**config.mk**
```make
export PLATFORM = sky130hd
export DESIGN_NAME = hpf_top
export DESIGN_NICKNAME = d
export VERILOG_FILES = /design/src/logic/hpf_pkg.sv /design/src/logic/hpf_sel_if.sv /design/src/logic/hpf_top.sv /design/src/logic/hpf_sel_decode.sv
export SDC_FILE = /design/constraint.sdc
export NUM_CORES = 1
export LEC_CHECK = 0
export BUFFER_PORTS_ARGS = -buffer_cell sky130_fd_sc_hd__buf_2
export CAP_MARGIN = 15
export CORE_MARGIN = 1.5
export CORE_UTILIZATION = 45
export CTS_CLUSTER_DIAMETER = 80
export DETAILED_ROUTE_END_ITERATION = 16
export PLACE_DENSITY = 0.86
export REMOVE_ABC_BUFFERS = 1
export SETUP_SLACK_MARGIN = 0.02
export SYNTH_ARGS = -nofsm -noshare
export SYNTH_HDL_FRONTEND = slang
export SYNTH_SLANG_ARGS = --single-unit
```
**constraint.sdc**
```tcl
create_clock -name mclk -period 1.66 [get_ports mclk]
set_clock_uncertainty 0.15 [all_clocks]
set_input_delay 0.166 -clock mclk [delete_from_list [all_inputs] [get_ports mclk]]
set_output_delay 0.166 -clock mclk [all_outputs]
set_load 0.01 [all_outputs]
```
**src/logic/hpf_pkg.sv**
```systemverilog
// package for the host pin function block: register indices, fields, reset values
// assumes a single 10 MHz clock domain and a plain strobe register port
package hpf_pkg;
    // register indices on the internal port
    localparam logic [3:0] HPF_IDX_PIN_SEL = 4'h0;
    localparam logic [3:0] HPF_IDX_GLOBAL_OPT = 4'h1;
    localparam logic [3:0] HPF_IDX_DMA_REQ = 4'h2;
    localparam logic [3:0] HPF_IDX_STATUS = 4'h3;
    localparam logic [3:0] HPF_IDX_HOST_BASE_LO = 4'h4;
    localparam logic [3:0] HPF_IDX_HOST_BASE_HI = 4'h5;
    localparam logic [3:0] HPF_IDX_HOST_DATA = 4'h6;
    // field positions in the pin select and global option registers
    localparam int HPF_F_IRQ14_LSB = 0;
    localparam int HPF_F_IRQ15_LSB = 2;
    localparam int HPF_F_DACK0_LSB = 4;
    localparam int HPF_F_DRQ0_LSB = 6;
    localparam int HPF_OPT_CLK48_BIT = 5;
    localparam int HPF_OPT_EPP_BIT = 0;
    // reset values
    localparam logic [7:0] HPF_PIN_SEL_RST = 8'h00;
    localparam logic [7:0] HPF_GLOBAL_OPT_RST = 8'h00;
    localparam logic [7:0] HPF_ZERO8 = 8'h00;
    // reference clock figures in MHz
    localparam int HPF_REF_LOW_MHZ = 24;
    localparam int HPF_REF_HIGH_MHZ = 48;
    // pin function codes
    typedef enum logic [1:0] {
        HPF_FN_DEFAULT = 2'b00,
        HPF_FN_GPIO = 2'b01,
        HPF_FN_ALT = 2'b10,
        HPF_FN_EXTRA = 2'b11
    } hpf_fn_t;
endpackage

```
**src/logic/hpf_sel_if.sv**
```systemverilog
// interface carrying decoded pin function selects between top and decoder
// assumes one clock domain; the decoder is purely combinational
`timescale 1ns/1ps
interface hpf_sel_if;
    logic [7:0] pin_sel;
    hpf_pkg::hpf_fn_t fn_dack0;
    hpf_pkg::hpf_fn_t fn_drq0;
    hpf_pkg::hpf_fn_t fn_irq14;
    hpf_pkg::hpf_fn_t fn_irq15;
    modport ctrl (output pin_sel, input fn_dack0, fn_drq0, fn_irq14, fn_irq15);
    modport dec (input pin_sel, output fn_dack0, fn_drq0, fn_irq14, fn_irq15);
endinterface

```
**src/logic/hpf_top.sv**
```systemverilog
// host side pin function block: host bus front end, dma pins, shared pin muxing
// assumes all pins synchronous to mclk; internal functions sit outside this block
`timescale 1ns/1ps
module hpf_top (
    // clock and resets
    input wire logic mclk,
    input wire logic nrst,
    input wire logic master_reset_in,
    // register port
    input wire logic [3:0] reg_addr,
    input wire logic [7:0] reg_wdata,
    input wire logic reg_wr,
    input wire logic reg_rd,
    output logic [7:0] reg_rdata,
    // host bus
    input wire logic [15:0] host_addr,
    input wire logic [7:0] host_data_in,
    output logic [7:0] host_data_out,
    output logic host_data_oe,
    input wire logic host_rd_n,
    input wire logic host_wr_n,
    input wire logic host_aen,
    output logic chan_rdy_out,
    output logic chan_rdy_oe,
    input wire logic epp_busy,
    output logic host_wr_strobe,
    output logic [7:0] host_wr_data,
    // dma
    output logic [3:0] dma_req,
    input wire logic [3:0] dma_ack_n,
    input wire logic term_count,
    output logic [3:0] dma_done,
    // shared pin sources from internal functions
    input wire logic irq14_src,
    input wire logic irq15_src,
    input wire logic gpio1_line4,
    input wire logic gpio1_line5,
    input wire logic gpio1_line6,
    input wire logic gpio1_line7,
    input wire logic power_led_out,
    input wire logic watchdog_out,
    input wire logic keyctl_port1_line4,
    input wire logic sci_src,
    // shared pins
    output logic pin_irq14,
    output logic pin_irq15,
    output logic pin_drq0,
    input wire logic pin_dack0_in,
    output logic gpio1_line6_in,
    output logic keyctl_port1_line5,
    output logic clk_is_48
);
    import hpf_pkg::*;

    hpf_sel_if sel();
    hpf_sel_decode u_dec (.sel(sel));

    logic rst;
    logic [7:0] host_pin_function_select;
    logic [7:0] global_option_reg;
    logic [3:0] req_soft;
    logic [15:0] host_base;
    logic [7:0] host_latch;
    logic rd_q;
    logic wr_q;
    logic [3:0] ack_seen;
    logic [3:0] next_req;
    logic next_drq0;
    logic host_hit;
    logic [3:0] ack_now;

    // high master reset joins the port reset
    assign rst = !nrst || master_reset_in;
    assign sel.pin_sel = host_pin_function_select;

    // register writes
    always_ff @(posedge mclk) begin
        if (rst) begin
            host_pin_function_select <= HPF_PIN_SEL_RST;
            global_option_reg <= HPF_GLOBAL_OPT_RST;
            host_base <= {HPF_ZERO8, HPF_ZERO8};
        end else if (reg_wr) begin
            unique case (reg_addr)
                HPF_IDX_PIN_SEL: host_pin_function_select <= reg_wdata;
                HPF_IDX_GLOBAL_OPT: global_option_reg <= reg_wdata;
                HPF_IDX_HOST_BASE_LO: host_base[7:0] <= reg_wdata;
                HPF_IDX_HOST_BASE_HI: host_base[15:8] <= reg_wdata;
                default: ;
            endcase
        end
    end

    // software dma requests; terminal count clears the acked channel
    always_ff @(posedge mclk) begin
        if (rst) begin
            req_soft <= 4'h0;
        end else begin
            req_soft <= next_req;
        end
    end

    // acked channels only count if currently requesting
    assign ack_now = ~dma_ack_n & req_soft;

    always_comb begin
        next_req = req_soft;
        if (reg_wr && reg_addr == HPF_IDX_DMA_REQ) begin
            next_req = reg_wdata[3:0];
        end
        if (term_count) begin
            next_req = next_req & ~ack_now;
        end
    end

    always_ff @(posedge mclk) begin
        if (rst) begin
            dma_done <= 4'h0;
        end else begin
            dma_done <= term_count ? ack_now : 4'h0;
        end
    end

    always_ff @(posedge mclk) begin
        if (rst) begin
            ack_seen <= 4'h0;
        end else if (reg_rd && reg_addr == HPF_IDX_STATUS) begin
            ack_seen <= ack_now;
        end else begin
            ack_seen <= ack_seen | ack_now;
        end
    end

    assign host_hit = (host_addr == host_base) && !host_aen;

    always_ff @(posedge mclk) begin
        if (rst) begin
            rd_q <= 1'b0;
            wr_q <= 1'b0;
        end else begin
            rd_q <= !host_rd_n && host_hit;
            wr_q <= !host_wr_n && host_hit;
        end
    end

    always_ff @(posedge mclk) begin
        if (rst) begin
            host_latch <= HPF_ZERO8;
            host_wr_strobe <= 1'b0;
            host_wr_data <= HPF_ZERO8;
        end else begin
            host_wr_strobe <= !host_wr_n && host_hit && !wr_q;
            if (!host_wr_n && host_hit && !wr_q) begin
                host_latch <= host_data_in;
                host_wr_data <= host_data_in;
            end
        end
    end

    // drive data bus during hit read
    always_ff @(posedge mclk) begin
        if (rst) begin
            host_data_out <= HPF_ZERO8;
            host_data_oe <= 1'b0;
        end else begin
            host_data_oe <= !host_rd_n && host_hit;
            host_data_out <= host_latch;
        end
    end

    // open drain ready, low while epp busy in a cycle
    always_ff @(posedge mclk) begin
        if (rst) begin
            chan_rdy_out <= 1'b0;
            chan_rdy_oe <= 1'b0;
        end else begin
            chan_rdy_out <= 1'b0;
            chan_rdy_oe <= global_option_reg[HPF_OPT_EPP_BIT] && epp_busy
                && host_hit && (!host_rd_n || !host_wr_n);
        end
    end

    always_ff @(posedge mclk) begin
        if (rst) begin
            clk_is_48 <= 1'b0;
        end else begin
            clk_is_48 <= global_option_reg[HPF_OPT_CLK48_BIT];
        end
    end

    always_comb begin
        unique case (sel.fn_drq0)
            HPF_FN_DEFAULT: next_drq0 = req_soft[0];
            HPF_FN_GPIO: next_drq0 = gpio1_line7 | power_led_out;
            HPF_FN_ALT: next_drq0 = keyctl_port1_line4;
            HPF_FN_EXTRA: next_drq0 = sci_src;
        endcase
    end

    // shared output pins, registered
    always_ff @(posedge mclk) begin
        if (rst) begin
            dma_req <= 4'h0;
            pin_drq0 <= 1'b0;
            pin_irq14 <= 1'b0;
            pin_irq15 <= 1'b0;
        end else begin
            dma_req <= {req_soft[3:1], 1'b0};
            pin_drq0 <= next_drq0;
            pin_irq14 <= (sel.fn_irq14 == HPF_FN_DEFAULT) ? irq14_src
                : (sel.fn_irq14 == HPF_FN_GPIO) ? gpio1_line4 : power_led_out;
            pin_irq15 <= (sel.fn_irq15 == HPF_FN_DEFAULT) ? irq15_src
                : (sel.fn_irq15 == HPF_FN_GPIO) ? gpio1_line5 : watchdog_out;
        end
    end

    // dack0 pin routed to its selected user
    always_ff @(posedge mclk) begin
        if (rst) begin
            gpio1_line6_in <= 1'b0;
            keyctl_port1_line5 <= 1'b0;
        end else begin
            gpio1_line6_in <= (sel.fn_dack0 == HPF_FN_GPIO) && pin_dack0_in;
            keyctl_port1_line5 <= (sel.fn_dack0 == HPF_FN_ALT) && pin_dack0_in;
        end
    end

    // register reads, data one cycle later
    always_ff @(posedge mclk) begin
        if (rst) begin
            reg_rdata <= HPF_ZERO8;
        end else if (reg_rd) begin
            unique case (reg_addr)
                HPF_IDX_PIN_SEL: reg_rdata <= host_pin_function_select;
                HPF_IDX_GLOBAL_OPT: reg_rdata <= global_option_reg;
                HPF_IDX_DMA_REQ: reg_rdata <= {4'h0, req_soft};
                HPF_IDX_STATUS: reg_rdata <= {ack_seen, ~dma_ack_n};
                HPF_IDX_HOST_BASE_LO: reg_rdata <= host_base[7:0];
                HPF_IDX_HOST_BASE_HI: reg_rdata <= host_base[15:8];
                HPF_IDX_HOST_DATA: reg_rdata <= host_latch;
                default: reg_rdata <= HPF_ZERO8;
            endcase
        end else begin
            reg_rdata <= HPF_ZERO8;
        end
    end
endmodule

```
**src/logic/hpf_sel_decode.sv**
```systemverilog
// decoder from the pin select register to per-pin function codes
// assumes the register value comes from the top module through the interface
`timescale 1ns/1ps
module hpf_sel_decode (
    // select fields in, functions out
    hpf_sel_if.dec sel
);
    import hpf_pkg::*;

    // reserved code folds back to default
    function automatic hpf_fn_t fold3(input logic [1:0] code);
        fold3 = (code == 2'b11) ? HPF_FN_DEFAULT : hpf_fn_t'(code);
    endfunction

    assign sel.fn_dack0 = fold3(sel.pin_sel[HPF_F_DACK0_LSB +: 2]);
    assign sel.fn_drq0 = hpf_fn_t'(sel.pin_sel[HPF_F_DRQ0_LSB +: 2]);
    assign sel.fn_irq14 = fold3(sel.pin_sel[HPF_F_IRQ14_LSB +: 2]);
    assign sel.fn_irq15 = fold3(sel.pin_sel[HPF_F_IRQ15_LSB +: 2]);
endmodule

```
* After elaboration in Yosys (flattened, before gate mapping) *
Cells that the tools add are included.

storage, ports and cells
  output and inout port bits = 42
  memories kept = 0
  input port bits = 61
  bits in registers = 82
  word-level logic and storage cells = 87
  memory bits (read-only) = 0
  RAM bits = 0
  bits in latches = 0

cells by class
  magnitude comparators = 0
  equality and inequality tests = 17
  muxes and demuxes = 12
  div/mod/pow operators = 0
  add/subtract/negate cells = 0
  bitwise logic cells = 8
  multipliers = 0
  shift operators = 0
  reduce and logical (&&, ||, !) cells = 28

operator list
  kind                                           count
  one-hot mux 8 bit (7 select lines)             1
  == test 16 bit                                 1
  == test 2 bit, second input constant           6
  == test 4 x 3 -> 1 bit, second input constant  3
  2-to-1 mux 4 bit                               3
  logical AND 1 bit                              11
  AND 4 bit                                      2
  == test 2 x 1 -> 1 bit, second input constant  4
  == test 4 x 2 -> 1 bit, second input constant  2
  inverter 4 bit                                 2
  AND reduction 2 bit                            4
  logical NOT 2 bit                              3
  2-to-1 mux 2 bit                               3
  logical NOT 1 bit                              5
  == test 4 x 1 -> 1 bit, second input constant  1
  logical NOT 4 bit                              1
  2-to-1 mux 1 bit                               4
  bitwise OR 4 bit                               1
  one-hot mux 1 bit (4 select lines)             1
  OR reduction 2 bit                             2
  logical OR 1 bit                               2
  inverter 1 bit                                 2
  bitwise OR 1 bit                               1

* Depth between registers and ports, before layout *
  depth in word-level cells = 5
  gate-level depth with buffers = 6
  mapped depth without buffers = 6

* Modules after synthesis *
A second synthesis with hierarchy kept.

unflattened totals
  cell total of the unflattened synthesis = 379
  area, all modules = 3459.6 sq um

by module, submodules not included
  module          times used  cells each  area an instance (sq um)  sequential area each (sq um)
  hpf_top         1           371         3392.0                    1621.6
  hpf_sel_decode  1           8           67.6                      0.0

* Worst setup path before layout *
Ideal clock, no wire load.

  kind = register to register
  start point = register host_base[10]
  end point = register host_data_oe
  library setup time = 65 ps
  period minus slack after synthesis = 1607 ps
  slack = 53 ps
  buffers on the path = 0
  arrival = 1392 ps
  stages on the path, launching flop included = 6
  data required time = 1445 ps
  cell sequence = dfxtp_1 xnor2_1 nand2_1 or3_4 or4_1 nor2_1

on the way
  longest elaborated chain between the ends = 3

RTL lines
  what                    RTL line        source
  start, declared         hpf_top.sv:62   logic [15:0] host_base;
  start signal, assigned  hpf_top.sv:81   host_base <= {HPF_ZERO8, HPF_ZERO8};
  start signal, assigned  hpf_top.sv:87   HPF_IDX_HOST_BASE_HI: host_base[15:8] <= reg_wdata;
  == test 16 bit          hpf_top.sv:133  assign host_hit = (host_addr == host_base) && !host_aen;
  logical AND 1 bit       hpf_top.sv:133
  logical AND 1 bit       hpf_top.sv:165  host_data_oe <= !host_rd_n && host_hit;
  end signal, assigned    hpf_top.sv:165
  end, declared           hpf_top.sv:19   output logic host_data_oe,

Every way passes these cells.
A chain may end at the register's enable or synchronous reset.

* Final worst setup path *
  start point = register host_base[7]
  end point = register host_latch[5]

on the way
  longest elaborated chain between the ends = 4

RTL lines
  what                             RTL line        source
  start signal, assigned           hpf_top.sv:81
  start signal, assigned           hpf_top.sv:86   HPF_IDX_HOST_BASE_LO: host_base[7:0] <= reg_wdata;
  == test 16 bit                   hpf_top.sv:133
  logical AND 1 bit                hpf_top.sv:133
  logical AND 1 bit (2 in series)  hpf_top.sv:152  if (!host_wr_n && host_hit && !wr_q) begin
  end signal, assigned             hpf_top.sv:153  host_latch <= host_data_in;
  end, declared                    hpf_top.sv:63   logic [7:0] host_latch;

Every way passes these cells.

==> impl_metrics.ini <==
[status]
status = finished, violations left
violations = negative setup slack

[flow_run]
cap_viol_max_count = 0

[global_route]
grt_pass1_wl_um = 15900
grt_usage = 0.246
grt_max_degree = 31
grt-ovfl-total = 0
grt_pass1_vias = 3395
grt_antenna_before_repair = 0

[clocking]
cts_tree = built
clkTransAtPathRegs_ps = 80
clock_path_buffers = 2
root_buffer = clkbuf_8
cts_sinks = 81
clock_latency_ps = 360
cts_buffers = 9
htreeDepth = 3

[power]
p_total_mw = 4.00
combinationalPowerShare = 0.090
power.leakage_nw = 2.28
swShare = 0.221
pwr-share-clk = 0.421
p_sw_uw = 884
seq_power_share = 0.488
power_density_nw_per_um2 = 833
internal_power_mw = 3.12
vdd_drop_max_uv = 452

[layout]
n_fill_cell = 595
drive_above_1_share = 0.324
fin_nets = 580
fin_area_um2 = 4810
antenna_cells = 0
utilization = 0.659
syn_to_final_growth_pct = 40.6
regMostFlops = host_base
largest_register_ffs = 16

[die]
core_um2 = 7290
die_x_um = 90.2
ios = 103
die_area_um2 = 8130
die_height_um = 90.2
rows = 31
start_util = 0.469

[worst_hold_path]
whs_path_depth = 3
hold-path-endpoint = host_base[0]$_SDFFE_PP0P_
hp-class = primary input to flop
min_from = reg_wdata[0]

[sta]
post-route-period-util = 1.07
max_freq_ghz = 0.566
hold_ws_ps = 0.832
finalCriticalPeriod_ps = 1770
hold_viol = 0
rsz0062_at_grt = yes
setup_viol = 10
fin_ws_ps = -108
slew_violations = 0

[critical_path]
start_kind = flop
crit_type = flop to flop
path_max_fanout = 8
reg2reg_depth = 7
cp-end-kind = flop
arrival_ps = 1900
crit_required_ps = 1790
timing.rr.start = host_base[7]$_SDFFE_PP0P_
rr_endpoint = host_latch[5]$_SDFFE_PP0P_
rrSetupSlack_ps = -110

[yosys]
synth_seq_cells = 81
yosysSeqAreaShare = 0.474
synthCells = 365
netlist_area_um2 = 3420
avgSynthCellArea_um2 = 9.37
ys_warn_count = 0
synth.distinct_cells = 39

[routing]
postRouteWirelength_um = 9680
avgRoutedWirePerCell_um = 15.6
vias = 3285
remaining_drc_errors = 0
drtPass1Iterations = 4
ant_nets = 0
first_iter_violations = 133
viasPerCell = 5.30

[placed_design]
place.gp.congestion = 0.925
dp_hpwl_um = 6960
place_ws_ps = -119
io_buffers = 99
placed_area_um2 = 4230
## critical path, cell delays in order (launching register included)
cell and delay (ps):
dfxtp_2 330, xnor2_1 150, nand4_1 130, nor4_2 170, buf_4 160, and4b_1 230, buf_12 160, mux2i_1 210
## metal layers
metal,up-vias,wire [µm],global-route usage
met4,0,311,0.122
met3,30,547,0.0372
met2,132,4910,0.438
met1,1556,3920,0.286
li1,1567,-,-
met5,-,0,0
## cell usage after synthesis (all sizes together)
cell type  number  share of area
or4             3         0.0066
a21oi          14          0.020
and2            4         0.0073
mux2            2         0.0066
nor3            2         0.0029
and4b           2         0.0059
or3             2         0.0051
xnor2           6          0.015
nor2           59          0.065
buf             9          0.016
nor2b           8          0.015
clkbuf          9         0.0099
nor4            3         0.0055
a22o            1         0.0026
mux2i          51           0.15
nand4           2         0.0037
nand2b          4         0.0073
o21ai           1         0.0015
o221ai          1         0.0044
a311o           1         0.0029
dfxtp          81           0.47
nand4b          1         0.0026
nand2          34          0.037
mux4            2          0.013
nor3b           4         0.0088
nand3           2         0.0029
inv            20          0.022
xor2            4          0.010
conb            1         0.0011
a211oi          8          0.018
a311oi          6          0.015
a22oi           8          0.018
o22ai           3         0.0055
or2             1         0.0018
a221oi          4          0.010
ha              2         0.0073
## what timing repair did
item,CTS,global route
buffers inserted,1,3
gates resized for setup,9,11
hold buffers,25,0
setup endpoints to repair,11,11
endpoints found under the hold margin,47,0
pin swaps,4,2
gates cloned,0,0
## layout make-up
cell class                 count  area, µm²  share of cell area
clock buffer                  12        135              0.0281
clock inverter                 3       90.1              0.0187
inverter                      20       75.1              0.0156
multi-input combinational    247       1710               0.356
sequential                    81       1630               0.339
tap                           99        124              0.0258
timing repair buffer         158       1040               0.216
## cell usage in the layout, fill, tap and decap left out, types with 6 or more instances in the layout
cell           synthesis  final
a211oi_1               8      8
a21oi_1               14     14
a22oi_1                8      8
a311oi_1               6      6
buf_2                  4     99
buf_4                  4     31
clkbuf_8               0      9
dfxtp_1               81     73
dfxtp_2                0      8
dlygate4sd3_1          0     25
inv_1                 20     19
mux2i_1               51     51
nand2_1               34     33
nor2_1                59     59
nor2b_1                8      7
## how the worst max path moves through the flow
stage | startpoint | to | slack, ps | depth (start not counted)
3_3_place_gp | host_base[3]$_SDFFE_PP0P_ | host_latch[0]$_SDFFE_PP0P_ | -50 | 7
4_1_cts | host_base[7]$_SDFFE_PP0P_ | host_latch[5]$_SDFFE_PP0P_ | -110 | 7
3_5_place_dp | host_base[7]$_SDFFE_PP0P_ | host_latch[5]$_SDFFE_PP0P_ | -120 | 7
2_1_floorplan | master_reset_in | reg_rdata[0]$_SDFF_PP0_ | -190 | 3
5_1_grt | host_base[2]$_SDFFE_PP0P_ | host_latch[5]$_SDFFE_PP0P_ | -180 | 6
6_report | host_base[7]$_SDFFE_PP0P_ | host_latch[5]$_SDFFE_PP0P_ | -110 | 7
## cell families after synthesis
| logic type | Yosys count | share of synthesized area |
|---|---|---|
| flops | 81 | 0.474 |
| fa+ha+maj | 2 | 0.00732 |
| simple gates | 131 | 0.177 |
| buf+inv | 38 | 0.0476 |
| xor+xnor | 10 | 0.0256 |
| other cells | 1 | 0.00110 |
| compound gates | 47 | 0.0981 |
| mux | 55 | 0.169 |
## power by group through the flow
stage | registers, mW | logic, mW | clock network [mW]
after floorplan | 2.00 | 0.115 | 0
after global placement | 2.00 | 0.288 | 0
after detailed placement | 2.00 | 0.297 | 0
after CTS | 1.95 | 0.348 | 1.70
after global routing | 1.96 | 0.391 | 1.78
final | 1.95 | 0.362 | 1.69
## through the flow
stage | setup TNS [ps] | instances
2_1_floorplan | -1820 | 348
3_3_place_gp | -393 | 577
3_5_place_dp | -1060 | 577
4_1_cts | -718 | 618
5_1_grt | -1510 | 620
6_report | -689 | 620
Power figures use the tool's default switching activity.
